### src/rtl/outcond_pkg.sv
// constants, field layouts and modes for the output conditioning stage
// assumes one 50 MHz clock; percentages are signed counts of 0.1 %
package outcond_pkg;
   typedef logic signed [15:0] pct_t;
   localparam pct_t PCT_FULL = 16'sh03E8; // 100.0 %
   localparam pct_t PCT_ZERO = 16'sh0000; // 0.0 %
   // supply sense is in per-mille of the rated voltage
   localparam logic [15:0] SUPPLY_RATED = 16'h03E8;
   localparam logic [15:0] SUPPLY_MIN_OK = 16'h02BC; // 30 % below rated
   // 1049 / 2^20 approximates 1 / 1000
   localparam logic signed [15:0] PFF_RECIP = 16'sh0419;
   localparam int PFF_SHIFT = 20;
   // limiter keeps 10 fraction bits; step per tick = rate * 1049 >> 10
   localparam int LIM_FRAC = 10;
   localparam logic [15:0] STEP_MUL = 16'h0419;
   // rate limiter updates once per millisecond
   localparam int CLK_NS = 20;
   localparam int TICK_NS = 1000000;
   localparam int TICK_CYC = (TICK_NS + CLK_NS - 1) / CLK_NS;
   typedef struct packed {
      pct_t upper;
      pct_t lower;
   } clamp_t;
   typedef struct packed {
      logic [15:0] up; // 0.1 %/s, zero is off
      logic [15:0] down;
   } rate_t;
   typedef struct packed {
      logic [15:0] upper; // measured-value units
      logic [15:0] lower;
   } gap_t;
   typedef struct packed {
      logic high;
      logic low;
   } err_pair_t;
   typedef struct packed {
      logic present;
      logic broken;
   } fbr_t;
   typedef enum {M_AUTO, M_MANUAL, M_ERRSUB} mode_t;
endpackage : outcond_pkg

### src/rtl/output_conditioner.sv
// output conditioning: on/off, input-error substitution, stop values,
// rate limiting, supply feed-forward and output clamping
// assumes all inputs come from logic on I_SYS_CLK
`timescale 1ns/1ps
module output_conditioner
   import outcond_pkg::*;
#(
   parameter int TICK_CYCLES = TICK_CYC
) (
   input wire logic I_SYS_CLK, // 50 MHz
   input wire logic I_RST, // async, high
   input wire logic I_RUN, // 1 run, 0 stop
   input wire logic I_DIRECT_ACTION, // 0 reverse, 1 direct
   input wire logic [15:0] I_PROP_BAND, // zero means on/off
   input wire logic signed [15:0] I_MEASURED_VALUE, // process value
   input wire logic signed [15:0] I_SET_VALUE, // target value
   input wire gap_t I_ONOFF_GAP_SETTING, // switching gaps
   input wire pct_t I_PID_HEAT, // computed heat output
   input wire pct_t I_PID_COOL, // computed cool output
   input wire logic I_MANUAL_SEL, // pulse, operator selects manual
   input wire logic I_AUTO_SEL, // pulse, operator selects auto
   input wire pct_t I_MANUAL_MV, // manual output value
   input wire err_pair_t I_INPUT_ERROR, // error points reached
   input wire err_pair_t I_ERR_ACTION, // substitution selectors
   input wire pct_t I_ERR_MV, // output value at input error
   input wire pct_t I_STOP_HEAT, // heat value at stop
   input wire pct_t I_STOP_COOL, // cool value at stop
   input wire logic I_VALVE_MODE, // valve position control
   input wire fbr_t I_VALVE_FEEDBACK_INPUT, // feedback status
   input wire pct_t I_VALVE_STOP_MV, // valve action at stop
   input wire rate_t I_HEAT_RATE, // heat rate limits
   input wire rate_t I_COOL_RATE, // cool rate limits
   input wire clamp_t I_HEAT_CLAMP, // heat high/low limits
   input wire clamp_t I_COOL_CLAMP, // cool high/low limits
   input wire logic I_SUPPLY_FEED_FORWARD, // feed-forward selector
   input wire logic I_SUPPLY_CONNECTED, // sense transformer fitted
   input wire logic [15:0] I_SUPPLY_LEVEL, // per-mille of rated
   output pct_t O_HEAT_SIDE_OUTPUT, // conditioned heat output
   output pct_t O_COOL_SIDE_OUTPUT, // conditioned cool output
   output logic O_MANUAL_MODE, // manual or error substitution
   output logic O_ERROR_SUBST, // error value in use
   output logic O_ONOFF_STATE, // on/off output state
   output logic O_PFF_ACTIVE // feed-forward applied
);
   localparam int TW = $clog2(TICK_CYCLES + 1);

   mode_t mode;
   mode_t next_mode;
   logic [TW-1:0] tick_cnt;
   logic tick;
   logic onoff_on;
   logic err_prev;
   logic err_any;
   logic err_rise;
   logic fbr_ok;
   logic valve_nofb;
   logic onoff_mode;
   logic hi_exc;
   logic lo_exc;
   logic pff_on;
   logic signed [16:0] thr_hi;
   logic signed [16:0] thr_lo;
   pct_t computed [2];
   pct_t stop_mv [2];
   pct_t src [2];
   rate_t rate [2];
   clamp_t clamp [2];
   logic signed [31:0] lim [2];
   logic signed [31:0] next_lim [2];
   logic signed [31:0] target [2];
   logic signed [31:0] step_up [2];
   logic signed [31:0] step_dn [2];
   pct_t lim_out [2];
   pct_t final_mv [2];
   logic signed [47:0] pff_prod;
   pct_t pff_corr;

   // millisecond tick divider
   always_ff @(posedge I_SYS_CLK or posedge I_RST) begin
      if (I_RST) begin
         tick_cnt <= '0;
      end else if (tick) begin
         tick_cnt <= '0;
      end else begin
         tick_cnt <= tick_cnt + 1'b1;
      end
   end
   assign tick = (tick_cnt == TW'(TICK_CYCLES - 1));

   // shared conditions
   assign fbr_ok = I_VALVE_FEEDBACK_INPUT.present & ~I_VALVE_FEEDBACK_INPUT.broken;
   assign valve_nofb = I_VALVE_MODE & ~fbr_ok;
   assign onoff_mode = (I_PROP_BAND == 16'h0000);

   // on/off switching thresholds with separate gaps
   assign thr_hi = 17'(I_SET_VALUE) + 17'($signed({1'b0, I_ONOFF_GAP_SETTING.upper}));
   assign thr_lo = 17'(I_SET_VALUE) - 17'($signed({1'b0, I_ONOFF_GAP_SETTING.lower}));
   assign hi_exc = 17'(I_MEASURED_VALUE) > thr_hi;
   assign lo_exc = 17'(I_MEASURED_VALUE) < thr_lo;

   // on/off state with hysteresis, direct action mirrors reverse
   always_ff @(posedge I_SYS_CLK or posedge I_RST) begin
      if (I_RST) begin
         onoff_on <= 1'b0;
      end else if (!I_DIRECT_ACTION) begin
         if (lo_exc) begin
            onoff_on <= 1'b1;
         end else if (hi_exc) begin
            onoff_on <= 1'b0;
         end
      end else begin
         if (hi_exc) begin
            onoff_on <= 1'b1;
         end else if (lo_exc) begin
            onoff_on <= 1'b0;
         end
      end
   end

   // error detection; edge only while running so a standing error is ignored
   assign err_any = (I_INPUT_ERROR.high & I_ERR_ACTION.high)
      | (I_INPUT_ERROR.low & I_ERR_ACTION.low);
   assign err_rise = err_any & ~err_prev & I_RUN;
   always_ff @(posedge I_SYS_CLK or posedge I_RST) begin
      if (I_RST) begin
         err_prev <= 1'b0;
      end else begin
         err_prev <= err_any;
      end
   end

   // operating mode
   always_comb begin
      next_mode = mode;
      case (mode)
         M_AUTO: begin
            if (I_MANUAL_SEL) begin
               next_mode = M_MANUAL;
            end else if (err_rise) begin
               next_mode = M_ERRSUB;
            end
         end
         M_MANUAL: begin
            if (I_AUTO_SEL) begin
               next_mode = M_AUTO;
            end
         end
         M_ERRSUB: begin
            if (I_AUTO_SEL) begin
               next_mode = M_AUTO;
            end
         end
         default: next_mode = M_AUTO;
      endcase
   end
   always_ff @(posedge I_SYS_CLK or posedge I_RST) begin
      if (I_RST) begin
         mode <= M_AUTO;
      end else begin
         mode <= next_mode;
      end
   end
   assign O_MANUAL_MODE = (mode != M_AUTO);
   assign O_ERROR_SUBST = (mode == M_ERRSUB);
   assign O_ONOFF_STATE = onoff_on;

   // per-channel settings
   assign computed[0] = onoff_mode ? (onoff_on ? PCT_FULL : PCT_ZERO) : I_PID_HEAT;
   assign computed[1] = onoff_mode ? PCT_ZERO : I_PID_COOL;
   assign stop_mv[0] = valve_nofb ? I_VALVE_STOP_MV : I_STOP_HEAT;
   assign stop_mv[1] = I_STOP_COOL;
   assign rate[0] = I_HEAT_RATE;
   assign rate[1] = I_COOL_RATE;
   assign clamp[0] = I_HEAT_CLAMP;
   assign clamp[1] = I_COOL_CLAMP;

   // feed-forward: scale heat output by supply deficit, added after the limiter
   assign pff_on = I_SUPPLY_FEED_FORWARD & I_SUPPLY_CONNECTED
      & (I_SUPPLY_LEVEL >= SUPPLY_MIN_OK);
   assign pff_prod = 48'(lim_out[0])
      * 48'($signed({1'b0, SUPPLY_RATED}) - $signed({1'b0, I_SUPPLY_LEVEL}))
      * 48'(PFF_RECIP);
   assign pff_corr = pff_on ? pct_t'(pff_prod >>> PFF_SHIFT) : PCT_ZERO;
   always_ff @(posedge I_SYS_CLK or posedge I_RST) begin
      if (I_RST) begin
         O_PFF_ACTIVE <= 1'b0;
      end else begin
         O_PFF_ACTIVE <= pff_on;
      end
   end

   genvar ch;
   generate
      for (ch = 0; ch < 2; ch++) begin : g_ch
         // source priority: stop, then substitution or manual, then computed
         always_comb begin
            if (!I_RUN) begin
               src[ch] = stop_mv[ch];
            end else begin
               case (mode)
                  M_ERRSUB: src[ch] = valve_nofb ? I_VALVE_STOP_MV : I_ERR_MV;
                  M_MANUAL: src[ch] = I_MANUAL_MV;
                  default: src[ch] = computed[ch];
               endcase
            end
         end

         // rate limiter in fixed point, one step per tick
         assign target[ch] = 32'(src[ch]) <<< LIM_FRAC;
         assign step_up[ch] = 32'((32'(rate[ch].up) * 32'(STEP_MUL)) >> LIM_FRAC);
         assign step_dn[ch] = 32'((32'(rate[ch].down) * 32'(STEP_MUL)) >> LIM_FRAC);
         always_comb begin
            next_lim[ch] = lim[ch];
            if (I_VALVE_MODE) begin
               next_lim[ch] = target[ch];
            end else if (target[ch] > lim[ch]) begin
               if (rate[ch].up == 16'h0000) begin
                  next_lim[ch] = target[ch];
               end else if (tick) begin
                  next_lim[ch] = (target[ch] - lim[ch] > step_up[ch])
                     ? lim[ch] + step_up[ch] : target[ch];
               end
            end else if (target[ch] < lim[ch]) begin
               if (rate[ch].down == 16'h0000) begin
                  next_lim[ch] = target[ch];
               end else if (tick) begin
                  next_lim[ch] = (lim[ch] - target[ch] > step_dn[ch])
                     ? lim[ch] - step_dn[ch] : target[ch];
               end
            end
         end
         always_ff @(posedge I_SYS_CLK or posedge I_RST) begin
            if (I_RST) begin
               lim[ch] <= '0;
            end else begin
               lim[ch] <= next_lim[ch];
            end
         end
         assign lim_out[ch] = pct_t'(lim[ch] >>> LIM_FRAC);

         // clamp last, skipped for valve control without good feedback
         always_comb begin
            final_mv[ch] = lim_out[ch];
            if (ch == 0) begin
               final_mv[ch] = lim_out[ch] + pff_corr;
            end
            if (!valve_nofb) begin
               if (final_mv[ch] > clamp[ch].upper) begin
                  final_mv[ch] = clamp[ch].upper;
               end else if (final_mv[ch] < clamp[ch].lower) begin
                  final_mv[ch] = clamp[ch].lower;
               end
            end
         end

         a_rate_rise: assert property (@(posedge I_SYS_CLK) disable iff (I_RST)
            (!I_VALVE_MODE && rate[ch].up != 16'h0000)
            |=> (lim[ch] - $past(lim[ch]) <= $past(step_up[ch])))
            else $error("rise exceeds step");
         a_valve_nolimit: assert property (@(posedge I_SYS_CLK) disable iff (I_RST)
            I_VALVE_MODE |=> lim[ch] == $past(target[ch]))
            else $error("valve output was limited");
      end
   endgenerate

   // registered outputs
   always_ff @(posedge I_SYS_CLK or posedge I_RST) begin
      if (I_RST) begin
         O_HEAT_SIDE_OUTPUT <= PCT_ZERO;
         O_COOL_SIDE_OUTPUT <= PCT_ZERO;
      end else begin
         O_HEAT_SIDE_OUTPUT <= final_mv[0];
         O_COOL_SIDE_OUTPUT <= final_mv[1];
      end
   end

   a_onoff_full: assert property (@(posedge I_SYS_CLK) disable iff (I_RST)
      (onoff_mode && !I_DIRECT_ACTION && lo_exc) |=> O_ONOFF_STATE)
      else $error("on/off output not turned on");
   a_onoff_hold: assert property (@(posedge I_SYS_CLK) disable iff (I_RST)
      (!I_DIRECT_ACTION && onoff_on && !hi_exc) |=> onoff_on)
      else $error("on/off dropped inside gap");
   a_err_manual: assert property (@(posedge I_SYS_CLK) disable iff (I_RST)
      (mode == M_AUTO && err_rise && !I_MANUAL_SEL) |=> O_ERROR_SUBST && O_MANUAL_MODE)
      else $error("no substitution on error");
   a_manual_keep: assert property (@(posedge I_SYS_CLK) disable iff (I_RST)
      (mode == M_MANUAL && !I_AUTO_SEL) |=> mode == M_MANUAL)
      else $error("manual mode left");
   a_start_error: assert property (@(posedge I_SYS_CLK) disable iff (I_RST)
      (mode != M_ERRSUB && $rose(I_RUN) && $past(err_any) && err_any) |=> !O_ERROR_SUBST)
      else $error("standing error substituted");
   a_stop_heat: assert property (@(posedge I_SYS_CLK) disable iff (I_RST)
      (!I_RUN && !valve_nofb) |-> src[0] == I_STOP_HEAT)
      else $error("stop value not chosen");
   a_clamp_cool: assert property (@(posedge I_SYS_CLK) disable iff (I_RST)
      !valve_nofb |=> O_COOL_SIDE_OUTPUT <= $past(I_COOL_CLAMP.upper)
      && O_COOL_SIDE_OUTPUT >= $past(I_COOL_CLAMP.lower) || $past(I_COOL_CLAMP.lower)
      > $past(I_COOL_CLAMP.upper))
      else $error("cool output outside limits");
   a_pff_off: assert property (@(posedge I_SYS_CLK) disable iff (I_RST)
      (!I_SUPPLY_CONNECTED || I_SUPPLY_LEVEL < SUPPLY_MIN_OK) |=> !O_PFF_ACTIVE)
      else $error("feed-forward not dropped");

   // selector code 0, unused or starved feed-forward, heat limits
   a_err_code0: assert property (@(posedge I_SYS_CLK) disable iff (I_RST)
      (I_ERR_ACTION == 2'b00 && mode == M_AUTO) |=> !O_ERROR_SUBST)
      else $error("substitution with code 0");
   a_pff_unused: assert property (@(posedge I_SYS_CLK) disable iff (I_RST)
      !I_SUPPLY_FEED_FORWARD |=> !O_PFF_ACTIVE)
      else $error("feed-forward active while unused");
   a_pff_low: assert property (@(posedge I_SYS_CLK) disable iff (I_RST)
      (I_SUPPLY_LEVEL < SUPPLY_MIN_OK) |-> pff_corr == PCT_ZERO)
      else $error("correction on low supply");
   a_clamp_heat: assert property (@(posedge I_SYS_CLK) disable iff (I_RST)
      (!valve_nofb && I_HEAT_CLAMP.lower <= I_HEAT_CLAMP.upper)
      |-> final_mv[0] <= I_HEAT_CLAMP.upper && final_mv[0] >= I_HEAT_CLAMP.lower)
      else $error("heat output outside limits");
endmodule : output_conditioner

### config.mk
export PLATFORM = sky130hd
export DESIGN_NAME = output_conditioner
export DESIGN_NICKNAME = d
export VERILOG_FILES = /design/src/rtl/outcond_pkg.sv /design/src/rtl/output_conditioner.sv
export SDC_FILE = /design/constraint.sdc
export NUM_CORES = 2
export LEC_CHECK = 0
export BUFFER_PORTS_ARGS = -buffer_cell sky130_fd_sc_hd__buf_2
export CAP_MARGIN = 10
export CELL_PAD_IN_SITES_DETAIL_PLACEMENT = 2
export CELL_PAD_IN_SITES_GLOBAL_PLACEMENT = 2
export CORE_MARGIN = 2
export CORE_UTILIZATION = 35
export DETAILED_ROUTE_END_ITERATION = 10
export HOLD_SLACK_MARGIN = 0.02
export PLACE_DENSITY_LB_ADDON = 0.1
export SLEW_MARGIN = 20
export SYNTH_ARGS = -nofsm -noshare
export SYNTH_HDL_FRONTEND = slang
export SYNTH_SLANG_ARGS = --single-unit
### constraint.sdc
create_clock -name I_SYS_CLK -period 13.2 [get_ports I_SYS_CLK]
set_input_delay 1.98 -clock I_SYS_CLK [delete_from_list [all_inputs] [get_ports I_SYS_CLK]]
set_output_delay 1.98 -clock I_SYS_CLK [all_outputs]
set_load 0.1 [all_outputs]
==> impl_metrics.ini <==
[status]
status = complete, but fails checks
violations = setup timing

[worst_hold_path]
hp-class = register to register

[yosys]
ys.flop_type = dfrtp_1
avgSynthCellArea_sq_um = 8.12
synth-async-reset-ratio_pct = 100
synth_nets = 7282
seq_area_frac_synth_pct = 6.46
post-synth-top-area-fraction_pct = 25.8
synth_cell_type_count = 100
synth_cells = 5579
synth_area_sq_um = 45300
yosys_warnings = 0
synth_edf_count = 0
yosysTopAreaCell = ha_1
synth_area_leaders = ha_1 26%, fa_1 18%, inv_1 8.3%
ys_ff_latch = 117

[route]
ant_nets = 0
routedWlPerCell_um = 23.1
route.detailed.drc = 0
drt_iter0_markers = 1861
routed_wl_um = 185000
dr_total_vias = 43313
vias_per_cell = 5.41
dr.pass1.iters = 5

[clock_network]
clk_path_buf_depth = 2
cts_tree = done
htree_num_levels = 4
cts_root_buffer = clkbuf_16
clkLatencyLatePin_ns = 0.51
clock-sinks = 117
cts_buffers = 17
clk_pin_slew_ns = 0.07

[die]
fp-row-count = 132
die_y_um = 364
start_util_pct = 35.1
core_region_area_sq_um = 129000
die_x_um = 364
num_io_pins = 387
die_area_sq_um = 132000

[sta]
max_freq_mhz = 64.9
hold_violations = 0
rsz0062_at_grt = true
fin_crit_ns = 15.41
fin_skew_ns = 0.0174
worst_slew_pin_slew_ns = 1.18
slew_headroom_pct = 19.1
finalCritPeriodShare_pct = 117
setup_slack_ns = -2.21
setup_viol = 16
final-max-slew-violation-count = 0

[setup_path]
crit_type = input pin to register
cp_common_cell = fa_1
critPathTopFamily = adder cells
critical_path.max_stage_delay_ns = 0.54
crit_required_ns = 13.60
crit_arrival_ns = 15.81
worst-path-buf-inv = 17
cp-end-kind = register
path_max_fanout = 15
startpoint_type = input pin
slowest_stage = fa_1

[run]
maxCapViolCount = 0

[placement]
dp_slack_ns = -2.92
place.port_buffers = 386
place_inst = 7924
place_congestion = 0.908
dpl.hpwl_um = 155000

[final_layout]
nets = 7945
regArea_sq_um = 2930
multi_input_area_sq_um = 39300
area_growth_pct = 19.4
final_cell_mix = 975 x inv_1, 902 x ha_1, 427 x nand2_1
nFillCells = 14664
fin_cells = 7999
final_common_cell = inv_1
layout-drive-gt1-share_pct = 17.6

[grt]
antenna_found_initial = 4
track_usage_pct = 26.9
grt_max_degree = 60
grt_pass1_wl_um = 279000
overflow = 0
grt_pass1_vias = 48070
## Yosys cell counts, drive strengths merged (115+ instances only)
cell type / instances
a21o: 115
nor2: 316
inv: 999
and2: 118
xnor2: 219
a21oi: 303
o21ai: 196
fa: 417
ha: 935
dfrtp: 117
nand2: 429
clkbuf: 146
## repair_timing
action	CTS	global route
hold buffers	0	0
hold endpoints to repair	0	0
pin swaps	82	69
gates resized for setup	108	96
cloned	1	0
endpoints found under the setup margin	16	16
buffers inserted	21	19
## metrics by stage
step                      setup TNS (ns)  util [%]  area, sq um  hold WS [ns]
after floorplan                   -25.10         -        45900         0.463
after global placement            -33.95      40.5        52200         0.495
after detailed placement          -45.69      40.5        52200         0.504
after CTS                         -25.01      41.5        53500         0.516
after global routing              -43.15      41.9        54100         0.530
final                             -34.34      41.9        54100         0.516
## layout make-up
cell class                 count  share of cell area, %
antenna                        3                 0.0139
clock buffer                  20                  0.863
clock inverter                11                  0.321
inverter                    1002                   6.97
multi-input combinational   4295                   72.7
sequential                   117                   5.41
tap                         1742                   4.03
timing repair buffer         809                   9.68
## path summary, 6_finish.rpt
path                              startpoint  slack, ns                     end  depth (start not counted)
max                        I_SUPPLY_LEVEL[0]      -2.21  O_HEAT_SIDE_OUTPUT[14]                         69
min                             tick_cnt[10]       0.52            tick_cnt[10]                          1
max reg2reg                          lim[46]      -0.55  O_HEAT_SIDE_OUTPUT[14]                         60
min reg2reg                     tick_cnt[10]       0.52            tick_cnt[10]                          1
max in group asynchronous              I_RST      10.22                 lim[53]                          3
min in group asynchronous              I_RST       1.56   O_COOL_SIDE_OUTPUT[6]                          2
## sequential cells by signal, indices dropped and copies added (netlist names)
register            flops
O_HEAT_SIDE_OUTPUT     16
O_COOL_SIDE_OUTPUT     16
mode                    2
err_prev                1
lim                    64
O_PFF_ACTIVE            1
tick_cnt               16
O_ONOFF_STATE           1
## cells by family (layout without fill, tap and decap cells)
| logic type | count (synthesis) | after routing | synth area share, % |
|---|---|---|---|
| AND/OR/NAND/NOR | 1464 | 1464 | 15.9 |
| adder cells (fa/ha/maj) | 1352 | 1352 | 44.2 |
| buffers and inverters | 1168 | 1842 | 9.74 |
| AO/OA/AOI/OAI | 1137 | 1138 | 16.9 |
| XOR/XNOR | 319 | 319 | 6.17 |
| flip-flops | 117 | 117 | 6.46 |
| multiplexers | 22 | 22 | 0.527 |
| other | 0 | 3 | 0 |
## worst register-to-register path: cells and delay by family, from the launching register on
kind,cells,cell delay [ns]
xor gates and xnor gates,4,0.53
AOI/OAI and AO/OA,20,3.76
and+or+nand+nor,10,1.67
muxes,1,0.26
DFF,1,0.91
adders and majority gates,12,4.92
buffers and inverters,13,1.61
## per-layer routing
metal,up-vias,part of all wire (%),GRT usage [%]
met3,222,2.8,2.22
met5,-,0.018,0
li1,20236,-,-
met4,4,2.7,6.74
met2,714,51,48.6
met1,22137,44,34.5
Power is not shown: default switching activity piles up to over one toggle a cycle in this logic, so the estimate is an artifact.
